==> config.mk <==
export PLATFORM = sky130hd
export DESIGN_NAME = pcar_top
export DESIGN_NICKNAME = d
export VERILOG_FILES = /design/src/rtl/pcar_pkg.sv /design/src/rtl/pcar_if.sv /design/src/rtl/pcar_spi_slave.sv /design/src/rtl/pcar_top.sv
export VERILOG_INCLUDE_DIRS = /design/src /design/src/rtl
export SDC_FILE = /design/constraint.sdc
export NUM_CORES = 1
export LEC_CHECK = 0
export BUFFER_PORTS_ARGS = -buffer_cell sky130_fd_sc_hd__buf_2
export CAP_MARGIN = 20
export CORE_MARGIN = 8
export CORE_UTILIZATION = 30
export CTS_CLUSTER_SIZE = 20
export DETAILED_ROUTE_END_ITERATION = 7
export HOLD_SLACK_MARGIN = 0.06
export PLACE_DENSITY = 0.49
export SLEW_MARGIN = 20
export SYNTH_ARGS = -nofsm -noshare
export SYNTH_HDL_FRONTEND = slang
export SYNTH_SLANG_ARGS = --single-unit
==> constraint.sdc <==
create_clock -name clk_sys -period 4.2 [get_ports clk_sys]
set_input_delay 0.21 -clock clk_sys [delete_from_list [all_inputs] [get_ports clk_sys]]
set_output_delay 0.21 -clock clk_sys [all_outputs]
set_load 0.02 [all_outputs]
==> src/rtl/pcar_regs.svh <==
// register addresses, field positions, reset values of the current router
// assumes inclusion by bare name from the package; the design modules take the macros from it
`ifndef PCAR_REGS_SVH
`define PCAR_REGS_SVH

// spi frame layout: write flag, 7-bit address, 32-bit data, msb first
`define PCAR_FRAME_BITS 6'h28
`define PCAR_ADDR_BITS 6'h08
`define PCAR_CNT_W 6

// register addresses as seen in the spi address byte
`define PCAR_ADDR_PHASE_SEL 7'h0A
`define PCAR_ADDR_EXT_CURRENT 7'h0B
`define PCAR_ADDR_STAGE_CFG 7'h0C

// phase source select field positions
`define PCAR_UX_LSB 24
`define PCAR_UX_MSB 25
`define PCAR_V_LSB 26
`define PCAR_V_MSB 27
`define PCAR_WY_LSB 28
`define PCAR_WY_MSB 29

// phase source codes
`define PCAR_SRC_CH0 2'h0
`define PCAR_SRC_CH1 2'h1
`define PCAR_SRC_CH2 2'h2
`define PCAR_SRC_RSVD 2'h3

// reset values of the select fields
`define PCAR_UX_RESET 2'h0
`define PCAR_V_RESET 2'h1
`define PCAR_WY_RESET 2'h2

// external current register halves
`define PCAR_EXT0_LSB 0
`define PCAR_EXT0_MSB 15
`define PCAR_EXT1_LSB 16
`define PCAR_EXT1_MSB 31
`define PCAR_EXT_RESET 32'h0000_0000

// input stage field of channel 0
`define PCAR_STAGE_LSB 0
`define PCAR_STAGE_MSB 3
`define PCAR_STAGE_RESET 4'h0

`endif

==> src/rtl/pcar_pkg.sv <==
// types shared by the spi front end and the register bank
// assumes pcar_regs.svh is on the include path
package pcar_pkg;
	`include "pcar_regs.svh"

	// input stage encodings of channel 0
	typedef enum logic [3:0] {
		PCAR_STAGE_POS_VS_NEG = 4'h0,
		PCAR_STAGE_GND_VS_NEG = 4'h1,
		PCAR_STAGE_QUARTER_SUPPLY = 4'h2,
		PCAR_STAGE_THREE_QUARTER = 4'h3,
		PCAR_STAGE_POS_VS_GND = 4'h4
	} pcar_stage_mode_t;

	// state of the spi front end
	typedef struct packed {
		logic sck_prev;
		logic [`PCAR_CNT_W-1:0] bit_cnt;
		logic [39:0] rx;
		logic [31:0] tx;
		logic miso;
		logic miso_oe;
		logic wr_stb;
		logic [6:0] wr_addr;
		logic [31:0] wr_data;
	} pcar_spi_state_t;

	// state of the register bank and the phase datapath
	typedef struct packed {
		logic [1:0] ux_sel;
		logic [1:0] v_sel;
		logic [1:0] wy_sel;
		logic [31:0] ext_current;
		logic [3:0] stage_cfg;
		logic [15:0] ux_current;
		logic [15:0] v_current;
		logic [15:0] wy_current;
	} pcar_reg_state_t;
endpackage

==> src/rtl/pcar_if.sv <==
// register access carrier between the spi front end and the register bank
// assumes both ends run on clk_sys
`timescale 1ns/1ps
interface pcar_if;
	logic [6:0] rd_addr; // address byte being completed
	logic [31:0] rd_data; // answer of the bank, combinational
	logic wr_stb; // one-cycle write pulse
	logic [6:0] wr_addr; // address of the write
	logic [31:0] wr_data; // data of the write

	modport link (output rd_addr, output wr_stb, output wr_addr,
		output wr_data, input rd_data);
	modport bank (input rd_addr, input wr_stb, input wr_addr,
		input wr_data, output rd_data);
endinterface

==> src/rtl/pcar_spi_slave.sv <==
// spi slave front end: 40-bit frames, mode 3, msb first
// assumes sck, csn and mosi are synchronous to clk_sys and much slower
`timescale 1ns/1ps
module pcar_spi_slave
	import pcar_pkg::*;
(
	// clock and reset
	input wire logic clk_sys,
	input wire logic rst,
	// spi pins
	input wire logic spi_sck,
	input wire logic spi_csn_n,
	input wire logic spi_mosi,
	output logic spi_miso,
	output logic spi_miso_oe,
	// register side
	pcar_if.link regs
);
	pcar_spi_state_t st; // registered state
	pcar_spi_state_t next_st; // next state
	logic sck_rise; // master samples here, so do we
	logic sck_fall; // master shifts here, so do we

	assign sck_rise = spi_sck && !st.sck_prev;
	assign sck_fall = !spi_sck && st.sck_prev;
	// address byte as it will stand after this rising edge
	assign regs.rd_addr = {st.rx[5:0], spi_mosi};

	// frame decode and shifting
	always_comb begin
		next_st = st;
		next_st.sck_prev = spi_sck;
		next_st.wr_stb = 1'b0;
		next_st.miso_oe = !spi_csn_n;
		if (spi_csn_n) begin
			// deselect aborts any partial frame, no write happens
			next_st.bit_cnt = '0;
			next_st.miso = 1'b0;
		end else if (sck_rise) begin
			if (st.bit_cnt != `PCAR_FRAME_BITS) begin
				next_st.rx = {st.rx[38:0], spi_mosi};
				next_st.bit_cnt = st.bit_cnt + 1'b1;
			end
			// after the address byte, capture the answer for shifting out
			if (st.bit_cnt == `PCAR_ADDR_BITS - 1'b1) begin
				next_st.tx = regs.rd_data;
			end
			// last bit with the write flag set commits the write
			if (st.bit_cnt == `PCAR_FRAME_BITS - 1'b1 && st.rx[38]) begin
				next_st.wr_stb = 1'b1;
				next_st.wr_addr = st.rx[37:31];
				next_st.wr_data = {st.rx[30:0], spi_mosi};
			end
		end else if (sck_fall) begin
			// the first byte answers zeros, then the read word follows
			if (st.bit_cnt >= `PCAR_ADDR_BITS &&
				st.bit_cnt != `PCAR_FRAME_BITS) begin
				next_st.miso = st.tx[31];
				next_st.tx = {st.tx[30:0], 1'b0};
			end else begin
				next_st.miso = 1'b0;
			end
		end
	end

	// state register
	always_ff @(posedge clk_sys) begin
		if (rst) begin
			st <= '0;
			st.sck_prev <= 1'b1;
		end else begin
			st <= next_st;
		end
	end

	assign spi_miso = st.miso;
	assign spi_miso_oe = st.miso_oe;
	assign regs.wr_stb = st.wr_stb;
	assign regs.wr_addr = st.wr_addr;
	assign regs.wr_data = st.wr_data;
endmodule

==> src/rtl/pcar_top.sv <==
// phase current routing register bank with its spi register access
// assumes spi pins synchronous to clk_sys, converter samples on clk_sys
`timescale 1ns/1ps
module pcar_top
	import pcar_pkg::*;
(
	// clock and reset
	input wire logic clk_sys,
	input wire logic rst,
	// spi slave pins
	input wire logic spi_sck,
	input wire logic spi_csn_n,
	input wire logic spi_mosi,
	output logic spi_miso,
	output logic spi_miso_oe,
	// raw converter samples
	input wire logic [15:0] conv_ch0_sample,
	input wire logic [15:0] conv_ch1_sample,
	input wire logic [15:0] conv_ch2_sample,
	// raw source steering from the raw channel select logic
	input wire logic ch0_use_host,
	input wire logic ch1_use_host,
	// routed phase currents
	output logic [15:0] ux_current,
	output logic [15:0] v_current,
	output logic [15:0] wy_current,
	// configuration towards the converters and the datapath
	output logic [3:0] input_stage_ch0_mode,
	output logic [15:0] host_current_ch0_value,
	output logic [15:0] host_current_ch1_value,
	output logic [1:0] ux_phase_current_source_sel,
	output logic [1:0] v_phase_current_source_sel,
	output logic [1:0] wy_phase_current_source_sel
);
	pcar_if acc (); // register access between spi and the bank
	pcar_reg_state_t st; // registered state
	pcar_reg_state_t next_st; // next state
	logic [15:0] current_channel_0; // channel 0 after host override
	logic [15:0] current_channel_1; // channel 1 after host override
	logic [15:0] current_channel_2; // channel 2, converter only
	logic [31:0] phase_sel_word; // read image of the select register

	// spi front end
	pcar_spi_slave u_spi (
		.clk_sys(clk_sys),
		.rst(rst),
		.spi_sck(spi_sck),
		.spi_csn_n(spi_csn_n),
		.spi_mosi(spi_mosi),
		.spi_miso(spi_miso),
		.spi_miso_oe(spi_miso_oe),
		.regs(acc.link)
	);

	// channel sources: converter, or host-written value for channels 0 and 1
	// the host path exists for external converters and cascade tests;
	// closing the loops on it in normal running costs control quality
	always_comb begin
		current_channel_0 = conv_ch0_sample;
		current_channel_1 = conv_ch1_sample;
		current_channel_2 = conv_ch2_sample;
		if (ch0_use_host) begin
			current_channel_0 = st.ext_current[`PCAR_EXT0_MSB:`PCAR_EXT0_LSB];
		end
		if (ch1_use_host) begin
			current_channel_1 = st.ext_current[`PCAR_EXT1_MSB:`PCAR_EXT1_LSB];
		end
	end

	// phase mux, a reserved code yields zero rather than a stale value
	function automatic logic [15:0] pcar_pick(input logic [1:0] sel,
		input logic [15:0] c0, input logic [15:0] c1,
		input logic [15:0] c2);
		logic [15:0] res;
		res = 16'h0000;
		case (sel)
			`PCAR_SRC_CH0: res = c0;
			`PCAR_SRC_CH1: res = c1;
			`PCAR_SRC_CH2: res = c2;
			default: res = 16'h0000;
		endcase
		return res;
	endfunction

	// read image of the select register, other bits read zero
	always_comb begin
		phase_sel_word = 32'h0000_0000;
		phase_sel_word[`PCAR_UX_MSB:`PCAR_UX_LSB] = st.ux_sel;
		phase_sel_word[`PCAR_V_MSB:`PCAR_V_LSB] = st.v_sel;
		phase_sel_word[`PCAR_WY_MSB:`PCAR_WY_LSB] = st.wy_sel;
	end

	// read decode, unmapped addresses answer zero
	always_comb begin
		case (acc.rd_addr)
			`PCAR_ADDR_PHASE_SEL: acc.rd_data = phase_sel_word;
			`PCAR_ADDR_EXT_CURRENT: acc.rd_data = st.ext_current;
			`PCAR_ADDR_STAGE_CFG: acc.rd_data = {28'h0000000, st.stage_cfg};
			default: acc.rd_data = 32'h0000_0000;
		endcase
	end

	// register writes and the registered phase datapath
	always_comb begin
		next_st = st;
		if (acc.wr_stb) begin
			case (acc.wr_addr)
				`PCAR_ADDR_PHASE_SEL: begin
					// the whole field is stored; code 3 is the host's to avoid
					next_st.ux_sel =
						acc.wr_data[`PCAR_UX_MSB:`PCAR_UX_LSB];
					next_st.v_sel =
						acc.wr_data[`PCAR_V_MSB:`PCAR_V_LSB];
					next_st.wy_sel =
						acc.wr_data[`PCAR_WY_MSB:`PCAR_WY_LSB];
				end
				`PCAR_ADDR_EXT_CURRENT: begin
					next_st.ext_current = acc.wr_data;
				end
				`PCAR_ADDR_STAGE_CFG: begin
					next_st.stage_cfg =
						acc.wr_data[`PCAR_STAGE_MSB:`PCAR_STAGE_LSB];
				end
				default: begin
					// writes to other addresses are dropped
				end
			endcase
		end
		// phase currents follow the present selects one cycle later
		next_st.ux_current = pcar_pick(st.ux_sel, current_channel_0,
			current_channel_1, current_channel_2);
		next_st.v_current = pcar_pick(st.v_sel, current_channel_0,
			current_channel_1, current_channel_2);
		next_st.wy_current = pcar_pick(st.wy_sel, current_channel_0,
			current_channel_1, current_channel_2);
	end

	// state register with documented select defaults
	always_ff @(posedge clk_sys) begin
		if (rst) begin
			st.ux_sel <= `PCAR_UX_RESET;
			st.v_sel <= `PCAR_V_RESET;
			st.wy_sel <= `PCAR_WY_RESET;
			st.ext_current <= `PCAR_EXT_RESET;
			st.stage_cfg <= `PCAR_STAGE_RESET;
			st.ux_current <= 16'h0000;
			st.v_current <= 16'h0000;
			st.wy_current <= 16'h0000;
		end else begin
			st <= next_st;
		end
	end

	// outputs, all from flops
	assign ux_current = st.ux_current;
	assign v_current = st.v_current;
	assign wy_current = st.wy_current;
	// codes 5 to 15 pass unchanged; the front end decides what they mean
	assign input_stage_ch0_mode = st.stage_cfg;
	assign host_current_ch0_value = st.ext_current[`PCAR_EXT0_MSB:`PCAR_EXT0_LSB];
	assign host_current_ch1_value = st.ext_current[`PCAR_EXT1_MSB:`PCAR_EXT1_LSB];
	assign ux_phase_current_source_sel = st.ux_sel;
	assign v_phase_current_source_sel = st.v_sel;
	assign wy_phase_current_source_sel = st.wy_sel;
endmodule

; ---- Word level (Yosys, flattened, before mapping)
; Cells that the tools add are included.
[word_totals]
ff_bits = 210
inputBits = 55
output_inout_bits = 92
[op_classes]
addsub = 1
magnitude_cmp = 1
n_eq_ne = 16
muxes = 12
bitwise = 2
reduce_logical = 22
[op_table]
columns = operator, n
row1 = one-hot mux 16 bit (3 select lines), 3
row2 = 2-to-1 mux 32 bit, 3
row3 = one-hot mux 32 bit (3 select lines), 1
row4 = equality test 7 x 4 -> 1 bit (second input constant), 6
row5 = 2-to-1 mux 40 bit, 1
row6 = 2-to-1 mux 33 bit, 1
row7 = 2-to-1 mux 16 bit, 2
row8 = AND reduction 2 bit, 5
row9 = adder 6 x 1 -> 6 bit (second input constant), 1
row10 = equality test 2 x 1 -> 1 bit (second input constant), 3
row11 = equality test 2 bit (second input constant), 3
row12 = equality test 6 x 3 -> 1 bit (second input constant), 1
row13 = equality test 6 bit (second input constant), 1
row14 = >= comparator 6 x 4 -> 1 bit (second input constant), 1
row15 = zero test 2 bit, 3
row16 = inequality test 6 bit (second input constant), 1
row17 = AND reduction 3 bit, 2
row18 = logical AND 1 bit, 4
row19 = AND reduction 4 bit, 1
row20 = nonzero test 2 bit, 2
row21 = zero test 1 bit, 3
row22 = OR reduction 3 bit, 1
row23 = inequality test 2 bit (second input constant), 1
row24 = NOT 1 bit, 2
row25 = other kinds (2), 2

; ---- Logic depth before layout (Yosys ltp)
[logic_depth]
word_depth = 5
ltp_mapped = 8
depth_no_buf = 6

; ---- Hierarchy
; A second synthesis with hierarchy kept.
[unflattened]
cells_unflattened = 1144
hier_area_um2 = 10055.9
[by_module_without_submodules]
columns = module, instances, cells_per_inst, area_per_inst_um2, seq_area_each_um2
row1 = pcar_spi_slave, 1, 656, 5461.5, 2402.3
row2 = pcar_top, 1, 488, 4594.4, 1801.7

; ---- Worst setup path after synthesis
; Ideal clock, no wire load.
[synth_timing]
path_kind = flip-flop to flip-flop
start = reg u_spi.st, in the netlist u_spi.regs.wr_addr[5]
end = reg st, in the netlist host_current_ch1_value[0]
arrival_ns = 1.489
setup_slack_ns = 2.584
stages_incl_launch_ff = 7
n_path_buf = 2
synth_period_minus_slack_ns = 1.616
cell_sequence = dfxtp_1 nand4bb_4 or4_1 buf_2 buf_6 mux2i_1 nor2_1
[synth_between]
elab_chain_len = 2
[synth_lines]
columns = element, line_no
row1 = "start, declared", pcar_spi_slave.sv:19  ; pcar_spi_state_t st;
row2 = "start signal, assigned", pcar_spi_slave.sv:72  ; st <= next_st;
row3 = equality test 7 x 4 -> 1 bit, pcar_top.sv:107  ; case (acc.wr_addr)
row4 = AND reduction 2 bit (no line), -
row5 = "end signal, assigned", pcar_top.sv:150  ; st <= next_st;
row6 = "end, declared", pcar_top.sv:36  ; pcar_reg_state_t st;
; No other way between the ends.
; A chain may end at the register's enable or synchronous reset.

; ---- Final worst setup path
[layout_timing]
start = reg u_spi.st[114] in the netlist's numbering
end = reg u_spi.st[70] in the netlist's numbering
[layout_between]
elab_chain_len = 4
[layout_lines]
columns = element
row1 = >= comparator 6 x 4 -> 1 bit (no line) or inequality test 6 bit (tied branches)
row2 = logical AND 1 bit (no line)
row3 = nonzero test 2 bit (no line)
row4 = AND reduction 4 bit (no line) (*)
; Mark *: on every way between the ends. The rest lies on a longest branch, timed or not.

==> metrics <==
Filler Cell Count=2940; synthesized flop and latch total=210; post-synthesis sequential area ratio=0.4784; first-pass GRT wire length=43950 um; Hold Path Depth=2; worst relative slew slack=0.3374; Area growth, synth to finish=21.07%; Psw=0.9909 mW; H-tree depth=1; FF-to-FF End=u_spi.st[70]$_SDFFE_PP0P_; Worst-Skew Late Latency=520 ps; GPL Wtd Cong=0.7787; commonest non-fill, non-tap cells in the layout=210 x dfxtp_1, 208 x nand2_1, 145 x buf_2; critical path, cell by cell=inv_1 -> ha_1 -> nand4b_2 -> o2111ai_2 -> buf_4 -> nand2_2 -> a221oi_1; Post-CTS Setup Repair Bufs=0; CTS tree=done; commonest non-fill, non-tap cell in the layout=dfxtp_1; CTS root buffer=clkbuf_16; WP data arrival=2860 ps; delay-heaviest family, CP=simple AND/OR/NAND/NOR gates; Num CTS Buffers=24; warnings from Yosys=0; Worst Setup End Kind=flip-flop; synthesized area=8788 um^2; Total Routing Usage GR=0.1546; remaining antenna violation count=0; post-layout min period=2447 ps; Pint=3.245 mW; Starting Density=0.3054; via count=7650; FF-to-FF Start=u_spi.st[114]$_SDFFE_PP0P_; clock group share of total power=0.466; post-DP HPWL=18510 um; Hold Path Origin=rst; 1st-iter DRT viols=627; post-synthesis async set-or-reset flop share=0; cts repair resizes=0; DR vias/cell=4.990; Setup CP Type=flip-flop to flip-flop; row count=62; peak supply drop=0.2546 mV; WL/cell=18.40 um; worst path bufs/invs=2; Final #Nets=1187; Power, Total=4.236 mW; Horiz. Die Dim=187.2 um; Final TNS setup=0 ps; R2R setup slack=1750 ps; final-report max-slew violation count=0; multi-input logic area=4155 um^2; Avg Inst Size Synth=8.633 um^2; max-cap violations=0; startpoint types=flip-flop; CP Max Fanout=32; Netlist cell types=45; CTS max path bufs=3; outcome=finished, final reports clean; layout cells sized above 1=0.1997; Critical-path top delay cell=nand2_2; First-pass DRT Iterations=5; Congestion Overflow GR=0; Port-buffer cells=146; Sw Share=0.2339; CP required=4610 ps; slowest stage delay, CP=510 ps; CORE AREA=28780 um^2; Fin. Hold Viols=0; Post-synth EDFFs=0; FF-to-FF path depth=7; Stages on worst setup path=7; worst slew pin tran=989.4 ps; cts hold-fix bufs=17; Pleak=4.293 nW; Ports=147; Reg area=4204 um^2; clk_skew=15.51 ps; Die Y=187.2 um; Setup Viol. Count Final=0; share of power burned in registers=0.477; largest net degree at the start of global routing=139; die footprint=35030 um^2; Sink Count=210; Syn Inst Count=1018; pwr dens=398.1 nW/um^2; f_max=0.4087 GHz; total wire length=28210 um; Tcrit/Tclk final=0.5826; Most used DFF post-synth=dfxtp_1; Syn Nets=1075; initial antenna violation count=2; vias in the first global route=7426; DRC=0; Hold Crit Class=input port to flip-flop; WHS Endpoint=input_stage_ch0_mode[3]$_SDFFE_PP0P_; Combinational Power Share=0.057; RSZ-0062 raised after global routing=false; Final Util=0.3697; CTS clk-pin slew, worst paths=60 ps
[worst max-delay path by stage]
stage	startpoint	endpoint	slack, ps
6_report	u_spi.st[114]$_SDFFE_PP0P_	u_spi.st[70]$_SDFFE_PP0P_	1750
5_1_grt	u_spi.st[114]$_SDFFE_PP0P_	u_spi.st[51]$_SDFFE_PP0P_	1540
4_1_cts	u_spi.st[114]$_SDFFE_PP0P_	u_spi.st[64]$_SDFFE_PP0P_	1780
3_5_place_dp	u_spi.st[114]$_SDFFE_PP0P_	u_spi.st[48]$_SDFFE_PP0P_	1790
3_3_place_gp	u_spi.st[114]$_SDFFE_PP0P_	u_spi.st[65]$_SDFFE_PP0P_	1830
2_1_floorplan	u_spi.regs.wr_addr[5]$_SDFFE_PP0P_	host_current_ch1_value[0]$_SDFFE_PP0P_	2580
[sequential cells by signal (all words and copies together), names as in the netlist]
| signal | flops |
|---|---|
| wy_phase_current_source_sel | 2 |
| ux_phase_current_source_sel | 2 |
| u_spi.regs.wr_stb | 1 |
| input_stage_ch0_mode | 4 |
| u_spi.regs.wr_data | 32 |
| host_current_ch1_value | 16 |
| u_spi.regs.rd_addr | 6 |
| wy_current | 16 |
| u_spi.spi_miso_oe | 1 |
| host_current_ch0_value | 16 |
| u_spi.st | 72 |
| v_phase_current_source_sel | 2 |
| u_spi.spi_miso | 1 |
| u_spi.regs.wr_addr | 7 |
| ux_current | 16 |
| v_current | 16 |
[area by class of cell]
type | count | share of cell area
diodes | 2 | 0.0004704
well taps | 384 | 0.04516
repair buffers | 178 | 0.09701
multi-input cells | 709 | 0.3905
clock inverters | 8 | 0.004116
inverters | 7 | 0.002469
clock buffers | 35 | 0.06515
flip-flops and latches | 210 | 0.3951
[power groups by stage]
stage	Clock [mW]	Combinational, mW	Sequential [mW]
finish	1.97	0.240	2.02
global route	2.10	0.260	2.02
CTS	2.03	0.243	2.02
detailed placement	0	0.230	2.07
global placement	0	0.229	2.07
floorplan	0	0.111	2.09
[Yosys cell counts, drive strengths merged, types with 2 or more instances]
library cell	n	area, um^2
dfxtp	210	4204
nand2	209	787.0
nor2	130	488.0
a21oi	129	645.6
mux2i	64	640.6
clkbuf	61	229.0
a211o	48	420.4
a221oi	31	284.0
buf	31	185.2
a22oi	22	165.2
mux2	16	180.2
inv	7	26.28
nor2b	7	43.79
a2bb2oi	6	52.55
nand4	5	31.28
a32o	4	40.04
a32oi	3	26.28
o211ai	3	22.52
xor2	3	26.28
and3	2	12.51
and4	2	17.52
ha	2	25.02
nand2b	2	12.51
nor3	2	10.01
nor4	2	33.78
o21ai	2	10.01
xnor2	2	17.52
[cells by family after synthesis]
kind of cell / share of synthesized area
AND/OR/NAND/NOR: 0.1770
multiplexers: 0.09339
buffers and inverters: 0.05011
flip-flops: 0.4784
AO/OA/AOI/OAI: 0.1933
adder cells (fa/ha/maj): 0.002847
XOR/XNOR: 0.004984
[layer usage]
layer  wire length, um  share of wire  global-route usage  vias up
li1                  -              -                   -     3760
met1             12840           0.45              0.1980     3668
met2             13170           0.47              0.2571      177
met3              1452          0.051             0.02890       45
met4               750          0.027             0.05254        0
met5                 0              0                   0        -
[through the flow]
step | hold WS, ps | cell area [um^2] | worst slack (ps) | instances
2_1_floorplan | 316.6 | 8788 | 2584 | 1018
3_3_place_gp | 441.5 | 9727 | 1833 | 1471
3_5_place_dp | 445.9 | 9728 | 1793 | 1471
4_1_cts | 103.7 | 10640 | 1780 | 1531
5_1_grt | 122.7 | 10640 | 1545 | 1533
6_report | 101.9 | 10640 | 1753 | 1533
[worst reg2reg max path: cells and delay by family (launching register included)]
kind | cells | cell delay, ps
flip-flops | 1 | 330
adder cells (fa/ha/maj) | 1 | 160
AO/OA/AOI/OAI | 2 | 660
buffers and inverters | 2 | 480
AND/OR/NAND/NOR | 2 | 720
(Power assumes the default switching activity.)
